**config.mk**
```make
export PLATFORM = sky130hd
export DESIGN_NAME = ppfl_port_ctrl
export DESIGN_NICKNAME = d
export VERILOG_FILES = /design/src/verilog/ppfl_pkg.sv /design/src/verilog/ppfl_pin_cell.sv /design/src/verilog/ppfl_port_ctrl.sv
export SDC_FILE = /design/constraint.sdc
export NUM_CORES = 1
export LEC_CHECK = 0
export BUFFER_PORTS_ARGS = -buffer_cell sky130_fd_sc_hd__buf_2
export CAP_MARGIN = 20
export CORE_UTILIZATION = 50
export DETAILED_ROUTE_END_ITERATION = 10
export PLACE_DENSITY_LB_ADDON = 0.3
export SYNTH_ARGS = -nofsm -noshare
export SYNTH_HDL_FRONTEND = slang
export SYNTH_HIERARCHICAL = 1
export SYNTH_SLANG_ARGS = --single-unit
```
**constraint.sdc**
```tcl
create_clock -name core_clk_i -period 4.8 [get_ports core_clk_i]
set_clock_uncertainty 0.05 [all_clocks]
set_input_delay 0.24 -clock core_clk_i [delete_from_list [all_inputs] [get_ports core_clk_i]]
set_output_delay 0.24 -clock core_clk_i [all_outputs]
set_load 0.01 [all_outputs]
```
**src/verilog/ppfl_pkg.sv**
```systemverilog
// Constants shared by the port pull-up, function and latch block.
package ppfl_pkg;

  // Number of ports handled here: ports 0, 1, 2, 4 and 8, in that order.
  localparam int          PPFL_NPORT     = 5;
  // Index of each port in the packed port arrays.
  localparam int          PPFL_IX_P0     = 0;
  localparam int          PPFL_IX_P1     = 1;
  localparam int          PPFL_IX_P2     = 2;
  localparam int          PPFL_IX_P4     = 3;
  localparam int          PPFL_IX_P8     = 4;

  // Addresses of the three pull-up and function registers.
  localparam logic [15:0] PPFL_ADDR_P2PU = 16'hff32;
  localparam logic [15:0] PPFL_ADDR_P8FN = 16'hff58;
  localparam logic [15:0] PPFL_ADDR_GRPU = 16'hfff7;

  // Output latch addresses, one per port, highest index first.
  localparam logic [4:0][15:0] PPFL_LATCH_ADDR =
    {16'hff08, 16'hff04, 16'hff02, 16'hff01, 16'hff00};
  // Direction register addresses, one per port.
  localparam logic [4:0][15:0] PPFL_MODE_ADDR =
    {16'hff28, 16'hff24, 16'hff22, 16'hff21, 16'hff20};
  // Implemented pins of each port.
  localparam logic [4:0][7:0] PPFL_PIN_MASK =
    {8'h3f, 8'h0f, 8'h07, 8'h03, 8'h0f};
  // Direction register value after reset; a one is input mode.
  localparam logic [4:0][7:0] PPFL_MODE_RST =
    {8'h3f, 8'hff, 8'hff, 8'hff, 8'hff};

  // Implemented bits of the pull-up and function registers.
  localparam logic [7:0]  PPFL_GRPU_MASK = 8'h13;
  localparam logic [7:0]  PPFL_P2PU_MASK = 8'h07;
  localparam logic [7:0]  PPFL_P8FN_MASK = 8'h3f;
  // Bit positions inside the grouped pull-up register.
  localparam int          PPFL_GRPU_B_P0 = 0;
  localparam int          PPFL_GRPU_B_P1 = 1;
  localparam int          PPFL_GRPU_B_P4 = 4;

  // Reset value of the latches and the pull-up and function registers.
  localparam logic [7:0]  PPFL_REG_RST   = 8'h00;

endpackage : ppfl_pkg

```
**src/verilog/ppfl_pin_cell.sv**
```systemverilog
// One port: output latch, direction register, pull-up gating and read mux.
`timescale 1ns/10ps
module ppfl_pin_cell
#(
  parameter logic [7:0] PIN_MASK = 8'hff,  // Implemented pins.
  parameter logic [7:0] MODE_RST = 8'hff   // Direction reset value.
)
(
  input  wire logic       core_clk_i,    // Core clock.
  input  wire logic       rst_n_i,       // Asynchronous reset, active low.
  input  wire logic       wr_latch_i,    // Write strobe for the latch.
  input  wire logic       wr_mode_i,     // Write strobe for direction.
  input  wire logic [7:0] wdata_i,       // Write data.
  input  wire logic [7:0] pin_i,         // Sampled pin levels.
  input  wire logic [7:0] pu_sel_i,      // Pull-up select per pin.
  input  wire logic       pu_any_mode_i, // Pull-up also in output mode.
  output logic      [7:0] latch_o,       // Output latch contents.
  output logic      [7:0] mode_o,        // Direction bits, one is input.
  output logic      [7:0] mode_rd_o,     // Direction register read value.
  output logic      [7:0] oe_o,          // Output buffer enable.
  output logic      [7:0] pu_o,          // Pull-up connect per pin.
  output logic      [7:0] rd_o           // Port read value.
);

  import ppfl_pkg::*;

  logic [7:0] latch_ff;      // Output latch.
  logic [7:0] nxt_latch;     // Next latch value.
  logic [7:0] mode_ff;       // Direction bits.
  logic [7:0] nxt_mode;      // Next direction bits.

  // Whole-byte writes: bits in input mode take the written byte too.
  always_comb
  begin
    nxt_latch = latch_ff;
    nxt_mode  = mode_ff;
    if (wr_latch_i)
    begin
      nxt_latch = wdata_i & PIN_MASK;
    end
    if (wr_mode_i)
    begin
      nxt_mode = wdata_i & PIN_MASK;
    end
  end

  // Registers both; writes land on the edge ending the bus cycle.
  always_ff @(posedge core_clk_i or negedge rst_n_i)
  begin
    if (!rst_n_i)
    begin
      latch_ff <= PPFL_REG_RST;
      mode_ff  <= MODE_RST & PIN_MASK;
    end
    else
    begin
      latch_ff <= nxt_latch;
      mode_ff  <= nxt_mode;
    end
  end

  // Output buffer is on only for output-mode bits.
  always_comb
  begin
    latch_o   = latch_ff;
    mode_o    = mode_ff;
    mode_rd_o = mode_ff | (MODE_RST & ~PIN_MASK);
    oe_o      = ~mode_ff & PIN_MASK;
    // Output bits get no pull-up unless this port allows it in any mode.
    pu_o      = pu_sel_i & PIN_MASK &
                (pu_any_mode_i ? 8'hff : mode_ff);
    // Output mode reads the latch, input mode reads the pin.
    rd_o      = ((latch_ff & ~mode_ff) |
                 (pin_i & mode_ff)) & PIN_MASK;
  end

endmodule : ppfl_pin_cell

```
**src/verilog/ppfl_port_ctrl.sv**
```systemverilog
// Port pull-up, port 8 function select and output latch control.
`timescale 1ns/10ps
module ppfl_port_ctrl
(
  input  wire logic            core_clk_i,  // Core clock, 125 MHz.
  input  wire logic            rst_n_i,     // Asynchronous reset, low.
  input  wire logic     [15:0] cpu_addr_i,  // CPU bus address.
  input  wire logic      [7:0] cpu_wdata_i, // CPU bus write data.
  input  wire logic            cpu_wr_i,    // CPU write strobe.
  input  wire logic            cpu_rd_i,    // CPU read strobe.
  output logic           [7:0] cpu_rdata_o, // Read data, one cycle later.
  input  wire logic [4:0][7:0] pin_i,       // Sampled pin levels.
  output logic      [4:0][7:0] pin_out_o,   // Pin output levels.
  output logic      [4:0][7:0] pin_oe_o,    // Pin output enables.
  output logic      [4:0][7:0] pu_en_o,     // Pull-up connect per pin.
  input  wire logic      [5:0] lcd_segment_output_i // Segment drive.
);

  import ppfl_pkg::*;

  logic [7:0] grouped_port_pullup_select_ff;  // Grouped pull-up register.
  logic [7:0] nxt_grouped_port_pullup_select; // Its next value.
  logic [7:0] port2_pin_pullup_select_ff;     // Port 2 pull-up register.
  logic [7:0] nxt_port2_pin_pullup_select;    // Its next value.
  logic [7:0] port8_pin_function_select_ff;   // Port 8 function register.
  logic [7:0] nxt_port8_pin_function_select;  // Its next value.
  logic [7:0] rdata_ff;                       // Registered read data.
  logic [7:0] nxt_rdata;                      // Its next value.

  logic [4:0][7:0] lat;     // Latch contents per port.
  logic [4:0][7:0] mode;    // Direction bits per port.
  logic [4:0][7:0] mode_rd; // Direction read values per port.
  logic [4:0][7:0] oe;      // Output buffer enables per port.
  logic [4:0][7:0] prd;     // Port read values per port.
  logic [4:0][7:0] pu_sel;  // Pull-up selects per port.
  logic [4:0]      pu_any;  // Pull-up allowed in output mode.
  logic [7:0]      seg_sel; // Port 8 segment selection, masked.
  logic [7:0]      seg_val; // Segment levels, widened.

  // Pull-up select per port from the two pull-up registers.
  always_comb
  begin
    pu_sel = '0;
    pu_any = '0;
    pu_sel[PPFL_IX_P0] =
      {8{grouped_port_pullup_select_ff[PPFL_GRPU_B_P0]}};
    pu_sel[PPFL_IX_P1] =
      {8{grouped_port_pullup_select_ff[PPFL_GRPU_B_P1]}};
    pu_sel[PPFL_IX_P4] =
      {8{grouped_port_pullup_select_ff[PPFL_GRPU_B_P4]}};
    pu_sel[PPFL_IX_P2] = port2_pin_pullup_select_ff;
    pu_any[PPFL_IX_P2] = 1'b1;
  end

  // One latch, direction register and read mux per port.
  generate
    for (genvar gi = 0; gi < PPFL_NPORT; gi++)
    begin : g_port
      ppfl_pin_cell #(
        .PIN_MASK (PPFL_PIN_MASK[gi]),
        .MODE_RST (PPFL_MODE_RST[gi])
      ) u_cell (
        .core_clk_i    (core_clk_i),
        .rst_n_i       (rst_n_i),
        .wr_latch_i    (cpu_wr_i &&
                        cpu_addr_i == PPFL_LATCH_ADDR[gi]),
        .wr_mode_i     (cpu_wr_i && cpu_addr_i == PPFL_MODE_ADDR[gi]),
        .wdata_i       (cpu_wdata_i),
        .pin_i         (pin_i[gi]),
        .pu_sel_i      (pu_sel[gi]),
        .pu_any_mode_i (pu_any[gi]),
        .latch_o       (lat[gi]),
        .mode_o        (mode[gi]),
        .mode_rd_o     (mode_rd[gi]),
        .oe_o          (oe[gi]),
        .pu_o          (pu_en_o[gi]),
        .rd_o          (prd[gi])
      );
    end
  endgenerate

  // Pin drive; port 8 bits with function select set carry segments.
  always_comb
  begin
    seg_sel   = port8_pin_function_select_ff & PPFL_P8FN_MASK;
    seg_val   = {2'b00, lcd_segment_output_i};
    pin_out_o = lat;
    pin_oe_o  = oe;
    pin_out_o[PPFL_IX_P8] = (lat[PPFL_IX_P8] & ~seg_sel) |
                            (seg_val & seg_sel);
    pin_oe_o[PPFL_IX_P8]  = oe[PPFL_IX_P8] | seg_sel;
  end

  // Register writes and read data selection.
  always_comb
  begin
    nxt_grouped_port_pullup_select = grouped_port_pullup_select_ff;
    nxt_port2_pin_pullup_select    = port2_pin_pullup_select_ff;
    nxt_port8_pin_function_select  = port8_pin_function_select_ff;
    nxt_rdata                      = rdata_ff;
    if (cpu_wr_i)
    begin
      // Spare bits are not stored and read back as zero.
      unique case (cpu_addr_i)
        PPFL_ADDR_GRPU:
          nxt_grouped_port_pullup_select =
            cpu_wdata_i & PPFL_GRPU_MASK;
        PPFL_ADDR_P2PU:
          nxt_port2_pin_pullup_select =
            cpu_wdata_i & PPFL_P2PU_MASK;
        PPFL_ADDR_P8FN:
          nxt_port8_pin_function_select =
            cpu_wdata_i & PPFL_P8FN_MASK;
        default:
          nxt_rdata = rdata_ff;
      endcase
    end
    if (cpu_rd_i)
    begin
      // Unmapped addresses read as zero.
      nxt_rdata = PPFL_REG_RST;
      unique case (cpu_addr_i)
        PPFL_ADDR_GRPU: nxt_rdata = grouped_port_pullup_select_ff;
        PPFL_ADDR_P2PU: nxt_rdata = port2_pin_pullup_select_ff;
        PPFL_ADDR_P8FN: nxt_rdata = port8_pin_function_select_ff;
        default:
          for (int i = 0; i < PPFL_NPORT; i++)
          begin
            if (cpu_addr_i == PPFL_LATCH_ADDR[i])
            begin
              nxt_rdata = prd[i];
            end
            if (cpu_addr_i == PPFL_MODE_ADDR[i])
            begin
              nxt_rdata = mode_rd[i];
            end
          end
      endcase
    end
  end

  // Registers the control registers and the read data.
  always_ff @(posedge core_clk_i or negedge rst_n_i)
  begin
    if (!rst_n_i)
    begin
      grouped_port_pullup_select_ff <= PPFL_REG_RST;
      port2_pin_pullup_select_ff    <= PPFL_REG_RST;
      port8_pin_function_select_ff  <= PPFL_REG_RST;
      rdata_ff                      <= PPFL_REG_RST;
    end
    else
    begin
      grouped_port_pullup_select_ff <= nxt_grouped_port_pullup_select;
      port2_pin_pullup_select_ff    <= nxt_port2_pin_pullup_select;
      port8_pin_function_select_ff  <= nxt_port8_pin_function_select;
      rdata_ff                      <= nxt_rdata;
    end
  end

  assign cpu_rdata_o = rdata_ff;
endmodule : ppfl_port_ctrl
```
==> impl_metrics.tcl, run 1 <==
set metrics [dict create \
    totalWireLength_mm 11.8 \
    syn_area_per_cell_sq_um 9.33 \
    detail-route-antenna-nets 0 \
    fin_nets 704 \
    r2r_start "g_port[0].u_cell/mode_o[2]" \
    fmax_ghz 0.376 \
    internal_power_mw 0.818 \
    antenna_found_initial 0 \
    yosys_warnings 6 \
    gr-total-overflow 0 \
    syn_inst 530 \
    comb_power_share_pct 11.2 \
    grt_pass1_vias 3550 \
    crit_type "in2reg" \
    drc 0 \
    r2r_setup_slack_ns 2.60 \
    crit_path_start "cpu_addr_i[5]" \
    clkTransAtPathRegs_ns 0.07 \
    period_share_pct 55.4 \
    rsz0062_at_grt "false" \
    cts_max_level 3 \
    maxSlewHeadroom_pct 32.3 \
    seq_power_share_pct 44.6 \
    startpoint_type "input pin" \
    period_needed_ns 2.66 \
    cts_root_buf "clkbuf_8" \
    switching_power_mw 0.293 \
    post_cts_resized 0 \
    worst_pin_slew_ns 1.00 \
    cp.arrival_ns 2.87 \
    crit_path_end "g_port[4].u_cell/mode_o[4]" \
    setup-violations-final 0 \
    cellPowerDensity_mw_per_mm2 210 \
    holdWs_ns -0.00208 \
    failed_checks "negative hold slack" \
    firstDrtPassIters 6 \
    cp_max_fo 26 \
    maxSlewViolCount 0 \
    stdcell_area_sq_mm 0.00530 \
    grt_first_pass_wirelength_mm 18.4 \
    place.gp.congestion 0.841 \
    outcome "finished, violations left" \
    final_util_pct 56.3 \
    core-area_sq_mm 0.00942 \
    vias 3938 \
    dp_hpwl_mm 9.11 \
    grt_max_degree 59 \
    insertion_delay_ns 0.34 \
    cts.sinks 58 \
    drt_iter0_markers 192 \
    dpl-instance-area_sq_mm 0.00508 \
    leakagePower_nw 2.55 \
    antenna_cells 0 \
    io_pins 202 \
    crit_path_end_kind "register" \
    hold_violations 4 \
    hold_class "in2async" \
    clkPwrFrac_pct 44.2 \
    netSwitchingFraction_pct 26.4 \
    reg2reg_to "cpu_rdata_o[2]" \
    cts_setup_buffers 0 \
    die_w_um 101 \
    fin_tns_setup_ns 0 \
    initial_core_util_pct 52.5 \
    crit_required_ns 5.01 \
    multi_input_area_sq_mm 0.00279 \
    die_h_um 101 \
    total_power_mw 1.11 \
    maxCapViolations 0 \
    dieArea_sq_mm 0.0103 \
    rows 35 \
    area_delta_synth_final_pct 7.14 \
    ctsHoldBuffers 0 \
    cts_buffers 9 \
    vdd_drop_max_mv 0.151 \
    avgRoutedWirePerCell_um 15.5 \
    fillers 859 \
    syn_area_sq_mm 0.00494 \
    via_per_inst 5.16 \
    ff_latch_area_sq_mm 0.00148 \
    ctsLongestPathBuffers 2 \
    reg2regPathDepth 6 \
    track_usage_pct 23.5 \
    io_buffers 109 \
    cts_tree "built" \
    drive_above_1_share_pct 33.6 \
]
critical path, stage by stage:
cell and delay [ns]:
buf_2 0.41, or4b_2 0.69, nor2_1 0.33, nand2_1 0.17
nor2_1 0.66, mux2_4 0.35
registers in the layout (all words and copies together) (netlist names):
signal / flops
g_port.u_cell/latch_o: 19
grouped_port_pullup_select_ff: 3
port8_pin_function_select_ff: 6
port2_pin_pullup_select_ff: 3
cpu_rdata_o: 8
g_port.u_cell/mode_o: 19
per-layer routing:
| metal | wire length (um) | part of all wire [%] | global-route usage, % | vias up |
|---|---|---|---|---|
| met1 | 5020 | 43 | 31.5 | 1905 |
| li1 | - | - | - | 1832 |
| met4 | 229 | 1.9 | 7.92 | 0 |
| met3 | 821 | 7.0 | 4.55 | 18 |
| met2 | 5730 | 49 | 38.0 | 183 |
| met5 | 0 | 0 | 0 | - |
area by class of cell:
type                    count  share of cell area (%)
clock buffers              10                    2.41
clock inverters             5                    1.51
inverters                  25                    1.77
multi-input cells         424                    52.7
flip-flops and latches     58                    27.9
well taps                 129                    3.05
repair buffers            112                    10.7
layout by cell type (no fill, tap or decap), drive strengths merged, types with 3 or more instances in the layout:
cell    count
or4b        4
nand2      22
a21oi      16
o22ai       6
dfstp      19
mux2       77
a222oi      6
clkbuf     10
nand4      16
nor2       38
o21a       19
nor4       16
dfrtp      39
inv        25
a22oi       3
or4         4
conb      130
nor4b       4
or2         6
buf       112
o21ai       9
nor3       10
metrics by stage:
step                hold slack, ns  setup WS [ns]  std cells
floorplan                   -0.106           2.44        649
global placement             0.371           1.86        747
detailed placement           0.378           1.83        747
CTS                         0.0187           2.17        762
global route                0.0609           2.02        763
finish                    -0.00208           2.14        763
worst min path at each step:
stage,from,end,slack [ns],cells past startpoint
3_5_place_dp,rst_n_i,g_port[4].u_cell/latch_o[0],0.38,2
5_1_grt,rst_n_i,g_port[4].u_cell/latch_o[1],0.06,2
4_1_cts,rst_n_i,g_port[4].u_cell/latch_o[0],0.02,2
6_report,rst_n_i,g_port[4].u_cell/latch_o[1],-0.002,2
2_1_floorplan,rst_n_i,cpu_rdata_o[0],-0.11,0
3_3_place_gp,rst_n_i,g_port[4].u_cell/latch_o[0],0.37,2
power by group through the flow:
stage	clock network [mW]	registers, mW	logic (mW)
6_report	0.491	0.496	0.125
5_1_grt	0.516	0.496	0.142
4_1_cts	0.490	0.496	0.123
3_5_place_dp	0	0.504	0.123
3_3_place_gp	0	0.504	0.120
2_1_floorplan	0	0.505	0.135
Power figures use the tool's default switching activity.
==> inputs of run 2 (changes only) <==
--- a/config.mk
+++ b/config.mk
@@ -7,7 +7,7 @@
 export LEC_CHECK = 0
 export BUFFER_PORTS_ARGS = -buffer_cell sky130_fd_sc_hd__buf_2
 export CAP_MARGIN = 20
-export CORE_UTILIZATION = 50
+export CORE_UTILIZATION = 45
 export DETAILED_ROUTE_END_ITERATION = 10
 export PLACE_DENSITY_LB_ADDON = 0.3
 export SYNTH_ARGS = -nofsm -noshare
==> constraint.sdc (replaced) <==
create_clock -name core_clk_i -period 2.3 [get_ports core_clk_i]
set_clock_uncertainty 0.05 [all_clocks]
set_input_delay 0.115 -clock core_clk_i [delete_from_list [all_inputs] [get_ports core_clk_i]]
set_output_delay 0.115 -clock core_clk_i [all_outputs]
set_load 0.01 [all_outputs]
==> run 2 against run 1 <==
Effect of this change: the run now ends clean; die area increased by 11%; register-to-register slack got worse by 2.4 ns; wire length is 5.2% higher; power is 91% higher; utilization decreased by 3.6 points; hold slack gained 0.032 ns; first-iteration DRC count grew 32%; final cell count up 5.5%; global-route usage is 1.2 points lower; sequential share of layout area decreased by 1.2 points; setup slack worse by 2.0 ns; critical path type is now reg2reg; largest power group unchanged.
==> impl_metrics.tcl, run 2 (same netlist as run 1, synthesis figures left out) <==
set metrics [dict create \
    fillers 996 \
    antenna_found_initial 0 \
    reg2reg_to "cpu_rdata_o[2]" \
    fin_nets 738 \
    grt_first_pass_wirelength_mm 19.6 \
    r2r_start "g_port[0].u_cell/mode_o[2]" \
    cts_buffers 9 \
    dieArea_sq_mm 0.0114 \
    period_share_pct 93.0 \
    cp_slowest_cell "dfstp_2" \
    crit_type "reg2reg" \
    track_usage_pct 22.3 \
    holdWs_ns 0.0302 \
    final_cell_mix "conb_1 (130), buf_2 (109), dfrtp_1 (39), nor2_1 (38), buf_4 (34)" \
    drive_above_1_share_pct 36.5 \
    period_needed_ns 2.14 \
    crit_required_ns 2.47 \
    r2r_setup_slack_ns 0.16 \
    dpl-instance-area_sq_mm 0.00535 \
    crit_path_end_kind "register" \
    cts_setup_buffers 0 \
    via_per_inst 5.04 \
    cts_max_level 3 \
    total_power_mw 2.12 \
    whs_path_depth 2 \
    stdcell_area_sq_mm 0.00553 \
    multi_input_area_sq_mm 0.00279 \
    leakagePower_nw 2.72 \
    rsz0062_at_grt "false" \
    startpoint_type "register" \
    vias 4057 \
    final_common_cell "conb_1" \
    firstDrtPassIters 5 \
    io_pins 202 \
    outcome "finished, final reports clean" \
    place.gp.congestion 0.904 \
    cts_root_buf "clkbuf_8" \
    antenna_cells 0 \
    critPathMaxStageDelay_ns 0.53 \
    core-area_sq_mm 0.0105 \
    path_delay_family "multiplexers" \
    rows 37 \
    die_w_um 107 \
    crit_chain "mux2_1 > mux4_2 > a222oi_1 > nor4_1 > o221ai_1 > a21oi_1" \
    die_h_um 107 \
    hold_violations 0 \
    initial_core_util_pct 47.0 \
    cp_max_fo 2 \
    setup-violations-final 0 \
    clkTransAtPathRegs_ns 0.07 \
    insertion_delay_ns 0.33 \
    ctsLongestPathBuffers 2 \
    dp_hpwl_mm 9.66 \
    avgRoutedWirePerCell_um 15.4 \
    ff_latch_area_sq_mm 0.00148 \
    hold_class "in2reg" \
    fmax_ghz 0.468 \
    cp.depth 6 \
    cts.sinks 58 \
    reg2regPathDepth 6 \
    crit_path_start "g_port[0].u_cell/mode_o[2]" \
    cts_tree "built" \
    maxSlewViolCount 0 \
    area_delta_synth_final_pct 11.9 \
    detail-route-antenna-nets 0 \
    drc 0 \
    cellPowerDensity_mw_per_mm2 383 \
    final_util_pct 52.7 \
    vdd_drop_max_mv 0.331 \
    maxCapViolations 0 \
    cp.arrival_ns 2.31 \
    totalWireLength_mm 12.4 \
    drt_iter0_markers 254 \
    grt_max_degree 59 \
    crit_buf_inv 0 \
    fin_tns_setup_ns 0 \
    io_buffers 109 \
    gr-total-overflow 0 \
    grt_pass1_vias 3761 \
    crit_path_end "cpu_rdata_o[2]" \
]
run 2: power by group:
part	switching [mW]	internal, mW	leakage, nW
registers	0.00535	1.03	0.732
logic	0.191	0.0923	1.90
clock network	0.388	0.416	0.0872
total	0.585	1.54	2.72
run 2: layout make-up:
class	instances	area share (%)
Multi-Input combinational cell	424	50.4
Inverter	25	1.70
Clock inverter	3	0.271
Timing Repair Buffer	146	15.2
Tap cell	136	3.07
Sequential cell	58	26.7
Clock buffer	13	2.69
run 2: per-layer routing:
| layer | up-vias | part of all wire, % | track usage (%) |
|---|---|---|---|
| li1 | 1902 | - | - |
| met1 | 1981 | 44 | 29.6 |
| met2 | 166 | 49 | 37.7 |
| met3 | 8 | 6.3 | 3.89 |
| met4 | 0 | 0.64 | 5.09 |
| met5 | - | 0 | 0 |
run 2: through the flow:
stage	worst slack [ns]	std cells
6_report	0.161	805
5_1_grt	0.107	805
4_1_cts	0.161	805
3_5_place_dp	0.102	787
3_3_place_gp	0.124	787
2_1_floorplan	0.0640	649
run 2: what timing repair did:
action,4_1_cts,5_1_grt
resized for setup,0,0
hold buffers,2,0
endpoints found under the setup margin,0,0
endpoints found under the hold margin,59,0
run 2: worst min path at each step:
stage / from / to / slack, ns
after global placement: rst_n_i / port8_pin_function_select_ff[1] / 0.09
after floorplan: rst_n_i / cpu_rdata_o[0] / -0.23
final: cpu_wdata_i[4] / g_port[4].u_cell/mode_o[4] / 0.03
after CTS: cpu_wdata_i[4] / g_port[4].u_cell/mode_o[4] / 0.01
after global routing: cpu_wdata_i[4] / g_port[4].u_cell/mode_o[4] / 0.04
after detailed placement: rst_n_i / port8_pin_function_select_ff[3] / 0.1
